`config.mk`:
```
export PLATFORM = sky130hd
export DESIGN_NAME = abs_sequencer
export DESIGN_NICKNAME = d
export VERILOG_FILES = /design/src/logic/abs_pkg.sv /design/src/logic/abs_result_if.sv /design/src/logic/abs_result_mem.sv /design/src/logic/abs_sequencer.sv
export SDC_FILE = /design/constraint.sdc
export NUM_CORES = 1
export LEC_CHECK = 0
export BUFFER_PORTS_ARGS = -buffer_cell sky130_fd_sc_hd__buf_2
export CORE_MARGIN = 3
export CORE_UTILIZATION = 60
export CTS_BUF_LIST = sky130_fd_sc_hd__clkbuf_16
export CTS_CLUSTER_SIZE = 24
export DETAILED_ROUTE_END_ITERATION = 10
export GPL_ROUTABILITY_DRIVEN = 0
export PLACE_DENSITY_LB_ADDON = 0.1
export SETUP_SLACK_MARGIN = 0.1
export SYNTH_ARGS = -nofsm -noshare
export SYNTH_HDL_FRONTEND = slang
export SYNTH_SLANG_ARGS = --single-unit
```
`constraint.sdc`:
```
create_clock -name clk -period 6 [get_ports clk]
set_input_delay 0.9 -clock clk [delete_from_list [all_inputs] [get_ports clk]]
set_output_delay 0.9 -clock clk [all_outputs]
set_load 0.1 [all_outputs]
```
`src/logic/abs_pkg.sv`:
```
// package for the buffer-mode conversion sequencer: register map, fields, timing
// assumes a 32-bit avalon-mm slave with waitrequest, one 50 MHz clock
// ==========================================================================
// Notes on behaviour
// - 1-buffer: result goes to channel's own register
// - 1-buffer serial: done pulse every conversion
// - keep reconverting same channel while enabled
// - clearing enable stops all further conversions
// - results overwrite unread registers; reader fetches promptly
// - parallel: four overlapping staggered conversions
// - stagger equals quarter of configured conversion time
// - 1-buffer parallel: done pulse every quarter time
// - 4-buffer serial: four results, four registers
// - channel 0-3 to regs 0-3, 4-7 to 4-7
// - 4-buffer serial: done after fourth conversion only
// - 4-buffer parallel: done after four results stored
// - channels 6 and 7 only in large variant
// - setting enable starts conversion
// - buffer mode bit selects 1 or 4 buffers
// - operation bit selects serial or parallel
// - channel write aborts, discards, restarts new channel
package abs_pkg;
  // ========================================================================
  // register word offsets (byte address = 4 * index)
  localparam logic [3:0] ADDR_POWER_ENABLE = 4'h0;
  localparam logic [3:0] ADDR_TIMING       = 4'h1;
  localparam logic [3:0] ADDR_CHANNEL      = 4'h2;
  localparam logic [3:0] ADDR_MODE         = 4'h3;
  localparam logic [3:0] ADDR_STATUS       = 4'h4;
  localparam logic [3:0] ADDR_RESULT0      = 4'h8;
  localparam int         ADDR_W            = 4;
  // ========================================================================
  // field positions
  localparam int BIT_ENABLE   = 0;
  localparam int BIT_POWER    = 7;
  localparam int BIT_BUF_MODE = 0;
  localparam int BIT_OP_MODE  = 1;
  localparam int BIT_BUSY     = 0;
  localparam int BIT_DONE_STK = 1;
  localparam int TIME_W       = 16;
  localparam int CH_W         = 3;
  localparam int RES_W        = 16;
  localparam int LANES        = 4;
  localparam logic [1:0] LANE_LAST = 2'h3;
  // ========================================================================
  // reset values; the conversion time is counted in clock cycles
  localparam logic [TIME_W-1:0] TIMING_RESET = 16'h0100;
  localparam logic [TIME_W-1:0] TIME_MIN     = 16'h0004;
  localparam logic [31:0]       UNMAPPED_RD  = 32'h0000_0000;
  typedef enum logic [1:0] {ABS_IDLE, ABS_RUN} abs_state_e;
endpackage

```
`src/logic/abs_result_if.sv`:
```
// write channel between the sequencer core and the result memory
// assumes one clock shared by both sides
`timescale 1ns/1ns
interface abs_result_if #(parameter int DEPTH = 8, parameter int W = 16);
  logic                     wrEn;
  logic [$clog2(DEPTH)-1:0] wrIdx;
  logic [W-1:0]             wrData;
  logic [$clog2(DEPTH)-1:0] rdIdx;
  logic [W-1:0]             rdData;
  modport core (output wrEn, output wrIdx, output wrData, output rdIdx, input rdData);
  modport mem  (input wrEn, input wrIdx, input wrData, input rdIdx, output rdData);
endinterface

```
`src/logic/abs_result_mem.sv`:
```
// result register bank; read data come out of a register one cycle after rdIdx
// assumes rdIdx held stable by the bus master while it waits
`timescale 1ns/1ns
module abs_result_mem #(
  parameter int DEPTH = 8,
  parameter int W     = 16
) (
  input  wire logic  clk,
  input  wire logic  rst_n,
  abs_result_if.mem  port
);
  logic [W-1:0] store_ff [DEPTH];
  logic [W-1:0] rdData_ff;

  // new result overwrites whether or not it was read
  always_ff @(posedge clk or negedge rst_n) begin
    if (!rst_n) begin
      for (int i = 0; i < DEPTH; i++) begin
        store_ff[i] <= '0;
      end
      rdData_ff <= '0;
    end else begin
      if (port.wrEn) begin
        store_ff[port.wrIdx] <= port.wrData;
      end
      rdData_ff <= store_ff[port.rdIdx];
    end
  end
  assign port.rdData = rdData_ff;
endmodule

```
`src/logic/abs_sequencer.sv`:
```
// buffer-mode conversion sequencer: avalon-mm registers, four staggered
// conversion lanes, result routing and the conversion-done pulse
// assumes the analog sample is presented on sampleIn, synchronous to clk
`timescale 1ns/1ns
module abs_sequencer #(
  parameter int NUM_CH = 8   // 6 for the smaller variant
) (
  input  wire logic                         clk,
  input  wire logic                         rst_n,
  input  wire logic [abs_pkg::ADDR_W-1:0]   address,
  input  wire logic                         read,
  input  wire logic                         write,
  input  wire logic [31:0]                  writedata,
  input  wire logic [3:0]                   byteenable,
  output logic      [31:0]                  readdata,
  output logic                              waitrequest,
  input  wire logic [abs_pkg::RES_W-1:0]    sampleIn,
  output logic                              convDoneIrq,
  output logic                              powerOn
);
  localparam int IDX_W = $clog2(8);

  // ========================================================================
  // control registers
  logic                           enable_ff;
  logic                           power_ff;
  logic [abs_pkg::TIME_W-1:0]     timing_ff;
  logic [abs_pkg::CH_W-1:0]       channel_ff;
  logic                           bufMode_ff;
  logic                           opMode_ff;
  logic                           doneSticky_ff;
  logic                           convDoneIrq_ff;
  logic [31:0]                    readdata_ff;
  logic                           rdPend_ff;
  abs_pkg::abs_state_e            state_ff;

  // ========================================================================
  // bus decode
  function automatic logic hit(input logic [abs_pkg::ADDR_W-1:0] a,
                               input logic [abs_pkg::ADDR_W-1:0] b);
    hit = (a == b);
  endfunction

  wire wrAcc    = write && !read;
  wire wrEnable = wrAcc && hit(address, abs_pkg::ADDR_POWER_ENABLE) && byteenable[0];
  wire wrTiming = wrAcc && hit(address, abs_pkg::ADDR_TIMING) && byteenable[0];
  wire wrChan   = wrAcc && hit(address, abs_pkg::ADDR_CHANNEL) && byteenable[0];
  wire wrMode   = wrAcc && hit(address, abs_pkg::ADDR_MODE) && byteenable[0];
  wire isResult = address >= abs_pkg::ADDR_RESULT0;
  wire [IDX_W-1:0] resIdx = address[IDX_W-1:0];
  wire resValid = isResult && (32'(resIdx) < NUM_CH);
  // result reads take one wait cycle for the memory register
  wire rdRes    = read && resValid;
  wire rdStat   = read && hit(address, abs_pkg::ADDR_STATUS);

  // ========================================================================
  // sequencing
  wire running  = (state_ff == abs_pkg::ABS_RUN);
  wire abortReq = wrChan && running;
  wire [abs_pkg::TIME_W-1:0] convTime =
    (timing_ff < abs_pkg::TIME_MIN) ? abs_pkg::TIME_MIN : timing_ff;
  // stagger is a quarter of the conversion time
  wire [abs_pkg::TIME_W-1:0] quarter = convTime >> 2;
  wire [1:0] laneCnt = opMode_ff ? 2'(abs_pkg::LANES - 1) : 2'h0;

  logic [abs_pkg::TIME_W-1:0] elapsed_ff [abs_pkg::LANES];
  logic [abs_pkg::LANES-1:0]  active_ff;
  logic [abs_pkg::TIME_W-1:0] launch_ff;
  logic [1:0]                 launched_ff;
  logic [1:0]                 slot_ff;
  logic [2:0]                 groupCnt_ff;

  // only one lane can finish in a cycle since starts are staggered
  logic [abs_pkg::LANES-1:0]  laneDone;
  genvar g;
  generate
    for (g = 0; g < abs_pkg::LANES; g++) begin : g_lane
      assign laneDone[g] = active_ff[g] && (elapsed_ff[g] == convTime - 1'b1);
    end
  endgenerate
  wire anyDone = |laneDone && running && enable_ff && !abortReq;

  // launching: serial relaunches lane 0 on completion, parallel staggers lanes
  wire serialRelaunch = !opMode_ff && laneDone[0];
  wire parLaunch      = opMode_ff && (launched_ff != 2'(abs_pkg::LANE_LAST)) &&
                        (launch_ff == quarter - 1'b1);

  // result routing: own register in 1-buffer group of four otherwise
  wire [IDX_W-1:0] groupBase = {channel_ff[2], 2'b00};
  wire [IDX_W-1:0] wrIdx     = bufMode_ff ? (groupBase | IDX_W'(slot_ff))
                                          : IDX_W'(channel_ff);
  // done after one result in 1-buffer after four in 4-buffer
  wire groupFull = bufMode_ff ? (slot_ff == abs_pkg::LANE_LAST) : 1'b1;

  abs_result_if #(.DEPTH(8), .W(abs_pkg::RES_W)) res ();
  assign res.wrEn   = anyDone;
  assign res.wrIdx  = wrIdx;
  assign res.wrData = sampleIn;
  assign res.rdIdx  = resIdx;

  abs_result_mem #(.DEPTH(8), .W(abs_pkg::RES_W)) u_mem (
    .clk   (clk),
    .rst_n (rst_n),
    .port  (res.mem)
  );

  wire startReq = wrEnable && writedata[abs_pkg::BIT_ENABLE];
  wire chanOk   = 32'(writedata[abs_pkg::CH_W-1:0]) < NUM_CH;

  // ========================================================================
  // state and control, reset to idle
  always_ff @(posedge clk or negedge rst_n) begin
    if (!rst_n) begin
      state_ff <= abs_pkg::ABS_IDLE;
    end else if (wrEnable && !writedata[abs_pkg::BIT_ENABLE]) begin
      state_ff <= abs_pkg::ABS_IDLE;
    end else if (startReq || (enable_ff && running)) begin
      state_ff <= abs_pkg::ABS_RUN;
    end
  end

  always_ff @(posedge clk or negedge rst_n) begin
    if (!rst_n) begin
      enable_ff  <= 1'b0;
      power_ff   <= 1'b0;
      timing_ff  <= abs_pkg::TIMING_RESET;
      channel_ff <= '0;
      bufMode_ff <= 1'b0;
      opMode_ff  <= 1'b0;
    end else begin
      if (wrEnable) begin
        enable_ff <= writedata[abs_pkg::BIT_ENABLE];
        power_ff  <= writedata[abs_pkg::BIT_POWER];
      end
      if (wrTiming) begin
        timing_ff <= writedata[abs_pkg::TIME_W-1:0];
      end
      if (wrChan && chanOk) begin
        channel_ff <= writedata[abs_pkg::CH_W-1:0];
      end
      if (wrMode) begin
        bufMode_ff <= writedata[abs_pkg::BIT_BUF_MODE];
        opMode_ff  <= writedata[abs_pkg::BIT_OP_MODE];
      end
    end
  end

  // lane timers; a fresh start or channel write restarts from lane 0
  wire restart = (startReq && !running) || abortReq || !running;
  generate
    for (g = 0; g < abs_pkg::LANES; g++) begin : g_timer
      wire launchThis = (g == 0) ? serialRelaunch
                                 : (parLaunch && (launched_ff == 2'(g - 1)));
      always_ff @(posedge clk or negedge rst_n) begin
        if (!rst_n) begin
          active_ff[g]  <= 1'b0;
          elapsed_ff[g] <= '0;
        end else if (restart) begin
          // a channel write restarts lane 0 on the new channel
          active_ff[g]  <= (g == 0) && (startReq || abortReq);
          elapsed_ff[g] <= '0;
        end else if (launchThis || laneDone[g]) begin
          // parallel lanes rerun immediately so spacing stays one quarter
          active_ff[g]  <= 1'b1;
          elapsed_ff[g] <= '0;
        end else if (active_ff[g]) begin
          elapsed_ff[g] <= elapsed_ff[g] + 1'b1;
        end
      end
    end
  endgenerate

  always_ff @(posedge clk or negedge rst_n) begin
    if (!rst_n) begin
      launch_ff   <= '0;
      launched_ff <= '0;
    end else if (restart) begin
      launch_ff   <= '0;
      launched_ff <= '0;
    end else if (parLaunch) begin
      launch_ff   <= '0;
      launched_ff <= launched_ff + 1'b1;
    end else if (launched_ff != laneCnt) begin
      launch_ff   <= launch_ff + 1'b1;
    end
  end

  // group slot advances ascending and wraps
  always_ff @(posedge clk or negedge rst_n) begin
    if (!rst_n) begin
      slot_ff     <= '0;
      groupCnt_ff <= '0;
    end else if (restart) begin
      slot_ff     <= '0;
      groupCnt_ff <= '0;
    end else if (anyDone) begin
      slot_ff     <= bufMode_ff ? slot_ff + 1'b1 : 2'h0;
      groupCnt_ff <= groupCnt_ff + 1'b1;
    end
  end

  // one-cycle done pulse sticky status sets over clear
  always_ff @(posedge clk or negedge rst_n) begin
    if (!rst_n) begin
      convDoneIrq_ff <= 1'b0;
      doneSticky_ff  <= 1'b0;
    end else begin
      convDoneIrq_ff <= anyDone && groupFull;
      if (anyDone && groupFull) begin
        doneSticky_ff <= 1'b1;
      end else if (rdStat && !rdPend_ff) begin
        doneSticky_ff <= 1'b0;
      end
    end
  end

  // ========================================================================
  // bus answer: writes in the request cycle, every read after one wait cycle so
  // the registered read data already stand at the taking edge
  wire [31:0] statusWord = {30'h0, doneSticky_ff, running};
  logic [31:0] rdMux;
  always_comb begin
    rdMux = abs_pkg::UNMAPPED_RD;
    unique case (1'b1)
      hit(address, abs_pkg::ADDR_POWER_ENABLE): rdMux = {24'h0, power_ff, 6'h0, enable_ff};
      hit(address, abs_pkg::ADDR_TIMING):       rdMux = {16'h0, timing_ff};
      hit(address, abs_pkg::ADDR_CHANNEL):      rdMux = {29'h0, channel_ff};
      hit(address, abs_pkg::ADDR_MODE):         rdMux = {30'h0, opMode_ff, bufMode_ff};
      rdStat:                                   rdMux = statusWord;
      default:                                  rdMux = abs_pkg::UNMAPPED_RD;
    endcase
  end

  always_ff @(posedge clk or negedge rst_n) begin
    if (!rst_n) begin
      rdPend_ff   <= 1'b0;
      readdata_ff <= '0;
    end else begin
      rdPend_ff <= read && !rdPend_ff;
      if (read && !rdPend_ff) begin
        readdata_ff <= rdMux;
      end
    end
  end

  assign waitrequest = read && !rdPend_ff;
  assign readdata    = (rdRes && rdPend_ff) ? {16'h0, res.rdData} : readdata_ff;
  assign convDoneIrq = convDoneIrq_ff;
  assign powerOn     = power_ff;

  // ========================================================================
  // checks
  a_irq_one_cycle: assert property (@(posedge clk) disable iff (!rst_n)
    convDoneIrq |=> !convDoneIrq) else $error("done pulse longer than one cycle");
  a_stop_no_irq: assert property (@(posedge clk) disable iff (!rst_n)
    !enable_ff ##1 !enable_ff |-> !convDoneIrq) else $error("done while disabled");
  a_single_irq_each: assert property (@(posedge clk) disable iff (!rst_n)
    (anyDone && !bufMode_ff) |=> convDoneIrq) else $error("1-buffer result without done");
  a_four_buf_mid: assert property (@(posedge clk) disable iff (!rst_n)
    (anyDone && bufMode_ff && slot_ff != 2'h3) |=> !convDoneIrq)
    else $error("done before group filled");
  a_one_buf_idx: assert property (@(posedge clk) disable iff (!rst_n)
    (res.wrEn && !bufMode_ff) |-> res.wrIdx == IDX_W'(channel_ff))
    else $error("1-buffer wrote wrong register");
  a_group_range: assert property (@(posedge clk) disable iff (!rst_n)
    (res.wrEn && bufMode_ff) |-> res.wrIdx[2] == channel_ff[2])
    else $error("4-buffer wrote outside group");
  a_slot_ascend: assert property (@(posedge clk) disable iff (!rst_n)
    (anyDone && bufMode_ff) |=> slot_ff == $past(slot_ff) + 2'h1)
    else $error("group slot not ascending");
  a_abort_no_store: assert property (@(posedge clk) disable iff (!rst_n)
    abortReq |-> !res.wrEn ##1 !active_ff[1]) else $error("aborted result stored");
  a_idle_after_stop: assert property (@(posedge clk) disable iff (!rst_n)
    (wrEnable && !writedata[0]) |=> !running) else $error("still running after stop");
endmodule

```
==> metrics <==
outcome complete, no violations; main combinational cell family by area after synthesis multiplexers; CTS-repair resized insts 0; FILL cells around 1900; IO Count 95; Die Width 165 µm; adder-cell area share of the yosys netlist less than 1%; post-layout net count 1425; Worst Skew 0.0299 ns; wire per inst 21.6 µm; syn_area_per_cell 11.7 µm²; final setup violation count 0; first-pass GRT wire length approximately 60000 µm; Port Buf Inserts 59; Post-synth EDFFs 0; mux cell area share after synthesis 20.8%; worst relative slew slack 33.7%; Layout area overhead 10.0%; Max Root-Sink Buffers 3; Tmin final 5.42 ns; CTS tree built; commonest non-fill, non-tap cell in the layout dfrtp_1; Setup crit start timing_ff[7]; CTS HTree Levels 1; Synth top area share 44.9%; Seq/Total Area, Yosys 45.1%; power share of the combinational group 20.6%; simple-gate share of the synthesized area 13.8%; die area 0.0274 mm²; CP arrival roughly 5.9 ns; CTS Sinks roughly 280; largest net degree at the start of global routing roughly 150; Hold Slack 0.414 ns; CTS Buf Count 29; Pwr Density 286 mW/mm²; worst reg2reg startpoint timing_ff[7]; maximum vdd drop 0.225 mV; largest cells by area after synthesis dfrtp_1, mux2_2, mux2_4; gr ovfl total 0; First DRT Iteration DRCs around 800; leading cell types in the layout, fill and taps excluded dfrtp_1, mux2_2, nor2_1; RSZ-0062 raised after global routing false; share of layout cells above drive strength 1 between 20% and 30%; crit end category register; Antenna Diode Count 0; Final Hold Viols 0; initial core utilization 61.8%; DRT Pass-1 Iters 5; critical path type register to register; Max-Cap Viols 0; Slew Viols, Final 0; asr flop ratio synth 100%; Clk pwr share a little under 40%; Worst Setup Slack post-DPL ~0.7 ns; area leader, netlist dfrtp_1; Post-Synth XOR/XNOR Area a little under a tenth; vias per cell 6.19; Worst Path Required 6.44 ns; Antenna Nets Post-Route 0; YS warnings 0; setup_tns 0 ns; DRC violations left 0; fmax about 0.18 GHz; CTS Hold Bufs 0; cell-internal power between 3 and 4 mW; initial antenna violation count 2; Tcrit/Tclk final 90.3%; final core occ 68.0%; Reg power frac 39.8%; Critical Path Start Type register; crit-path max FO 16; Sw Share 29.9%; setup ws final 0.582 ns; clock transition at the registers of the reported paths around 0.06 ns; Rows 57; Post-CTS Setup Bufs 0; clock latency on the worst-skew pair just under 0.6 ns; vias in the first global route 10600; Static Leak 7.89 nW; Worst Tran Pin Value 0.991 ns; P_sw 1.44 mW; Synth Area in Compound Gates 6.44%; Gate Count Post-Synth 1303; core region area 0.0247 mm²; #FFs+latches synth 275; Main synth FF type dfrtp_1; mapped cell area approximately 0.015 mm²; Root Buffer clkbuf_16; count of unique library cells instantiated by Yosys slightly below 80; Hold WC Path Type primary input to async pin; Routed Wire Length ~37000 µm; Die Y approximately 170 µm; via count 10500; gr usage total 27.3%; detailed placer's ending HPWL 24400 µm
==> through the flow <==
step	cells	instance area, µm²	power [mW]
after floorplan	1318	15300	2.64
after global placement	1646	15800	2.92
after detailed placement	1646	15800	2.93
after CTS	1698	16800	4.83
after global routing	1698	16800	4.99
final	1698	16800	4.81
==> synth_stat cells (3+ instances only) <==
master,instances
nand3b_1,3
mux2i_1,11
a2111oi_0,4
buf_2,10
nor4_2,3
mux2_4,60
or4_4,4
nand4_1,24
nor2b_1,12
a21oi_1,29
buf_4,18
a22o_1,21
nand2_1,69
or4_1,6
nand3_4,6
o2111ai_1,5
nand2b_1,7
o22ai_1,3
a31oi_1,5
nand4b_1,3
nor2_1,122
mux2_2,126
dfrtp_1,274
or2_2,4
or3_1,7
and2_1,7
nor4_1,13
xnor3_1,7
nor3b_1,3
o21ai_0,23
nand3_1,52
nor3_1,17
buf_6,10
clkbuf_1,42
and3_1,21
xnor2_1,59
mux4_2,33
xor2_1,77
inv_1,18
a21boi_0,3
buf_1,7
o211ai_1,7
ha_1,12
o21a_1,9
a22oi_1,4
==> critical path: stages, from the launching register on <==
cell       delay (ns)
dfrtp_1          0.39
or4_1            0.71
o41ai_2          0.39
ha_1             0.42
and2_1           0.39
nand4_1          0.33
xor3_1           0.29
o2111ai_1        0.12
or4_1            0.55
or4_1            0.52
nand4_4          0.28
nand3_4          0.42
mux2_4           0.44
==> final timing paths <==
check                                     endpoint  slack, ns  depth (start not counted)
worst max register to register  u_mem.store_ff[39]       0.58                         12
worst min register to register      readdata_ff[7]       0.48                          2
min in group clk                    readdata_ff[7]       0.48                          2
max in group asynchronous       u_mem.store_ff[59]       4.16                          2
worst max-delay path            u_mem.store_ff[39]       0.58                         12
worst min-delay path                 elapsed_ff[3]       0.41                          1
==> per-layer routing <==
metal  GRT usage (%)  vias up  routed length, µm
met5               0        -                 14
met4            8.43        4               1230
met3            4.24       92               2220
met2            46.4      374              18000
met1            36.4     5282              15100
li1                -     4761                  -
==> registers in the layout, summed over array words and instances, names as in the netlist, 2 cells and up <==
| signal | cells |
|---|---|
| active_ff | 4 |
| channel_ff | 3 |
| elapsed_ff | 64 |
| launch_ff | 16 |
| launched_ff | 2 |
| readdata_ff | 16 |
| slot_ff | 2 |
| timing_ff | 16 |
| u_mem.port.rdData | 16 |
| u_mem.store_ff | 128 |
==> cell families (layout without fill, tap and decap cells) <==
family / after synthesis / count (layout)
AOI/OAI and AO/OA: 139 / 139
xor gates and xnor gates: 145 / 145
adders and majority gates: 12 / 12
buffers and inverters: 106 / 162
DFF: 275 / 275
muxes: 230 / 230
other: 1 / 16
and+or+nand+nor: 395 / 395
==> layout make-up <==
cell class / count / area, µm² / area share [%]
Clock inverter: 23 / 275 / 1.64
Inverter: 18 / 67.6 / 0.403
Clock buffer: 29 / 726 / 4.32
Timing Repair Buffer: 92 / 566 / 3.37
Sequential cell: 275 / 6880 / 41.0
Tap cell: 324 / 405 / 2.42
Multi-Input combinational cell: 937 / 7860 / 46.8
==> power groups by stage <==
stage | Sequential (mW) | Combinational [mW] | Clock [mW]
after detailed placement | 1.95 | 0.980 | 0
after global placement | 1.95 | 0.971 | 0
after floorplan | 1.94 | 0.700 | 0
after global routing | 1.92 | 1.07 | 2.01
final | 1.92 | 0.992 | 1.90
after CTS | 1.91 | 0.982 | 1.93
Note: power is estimated with default switching activity, not from simulation.
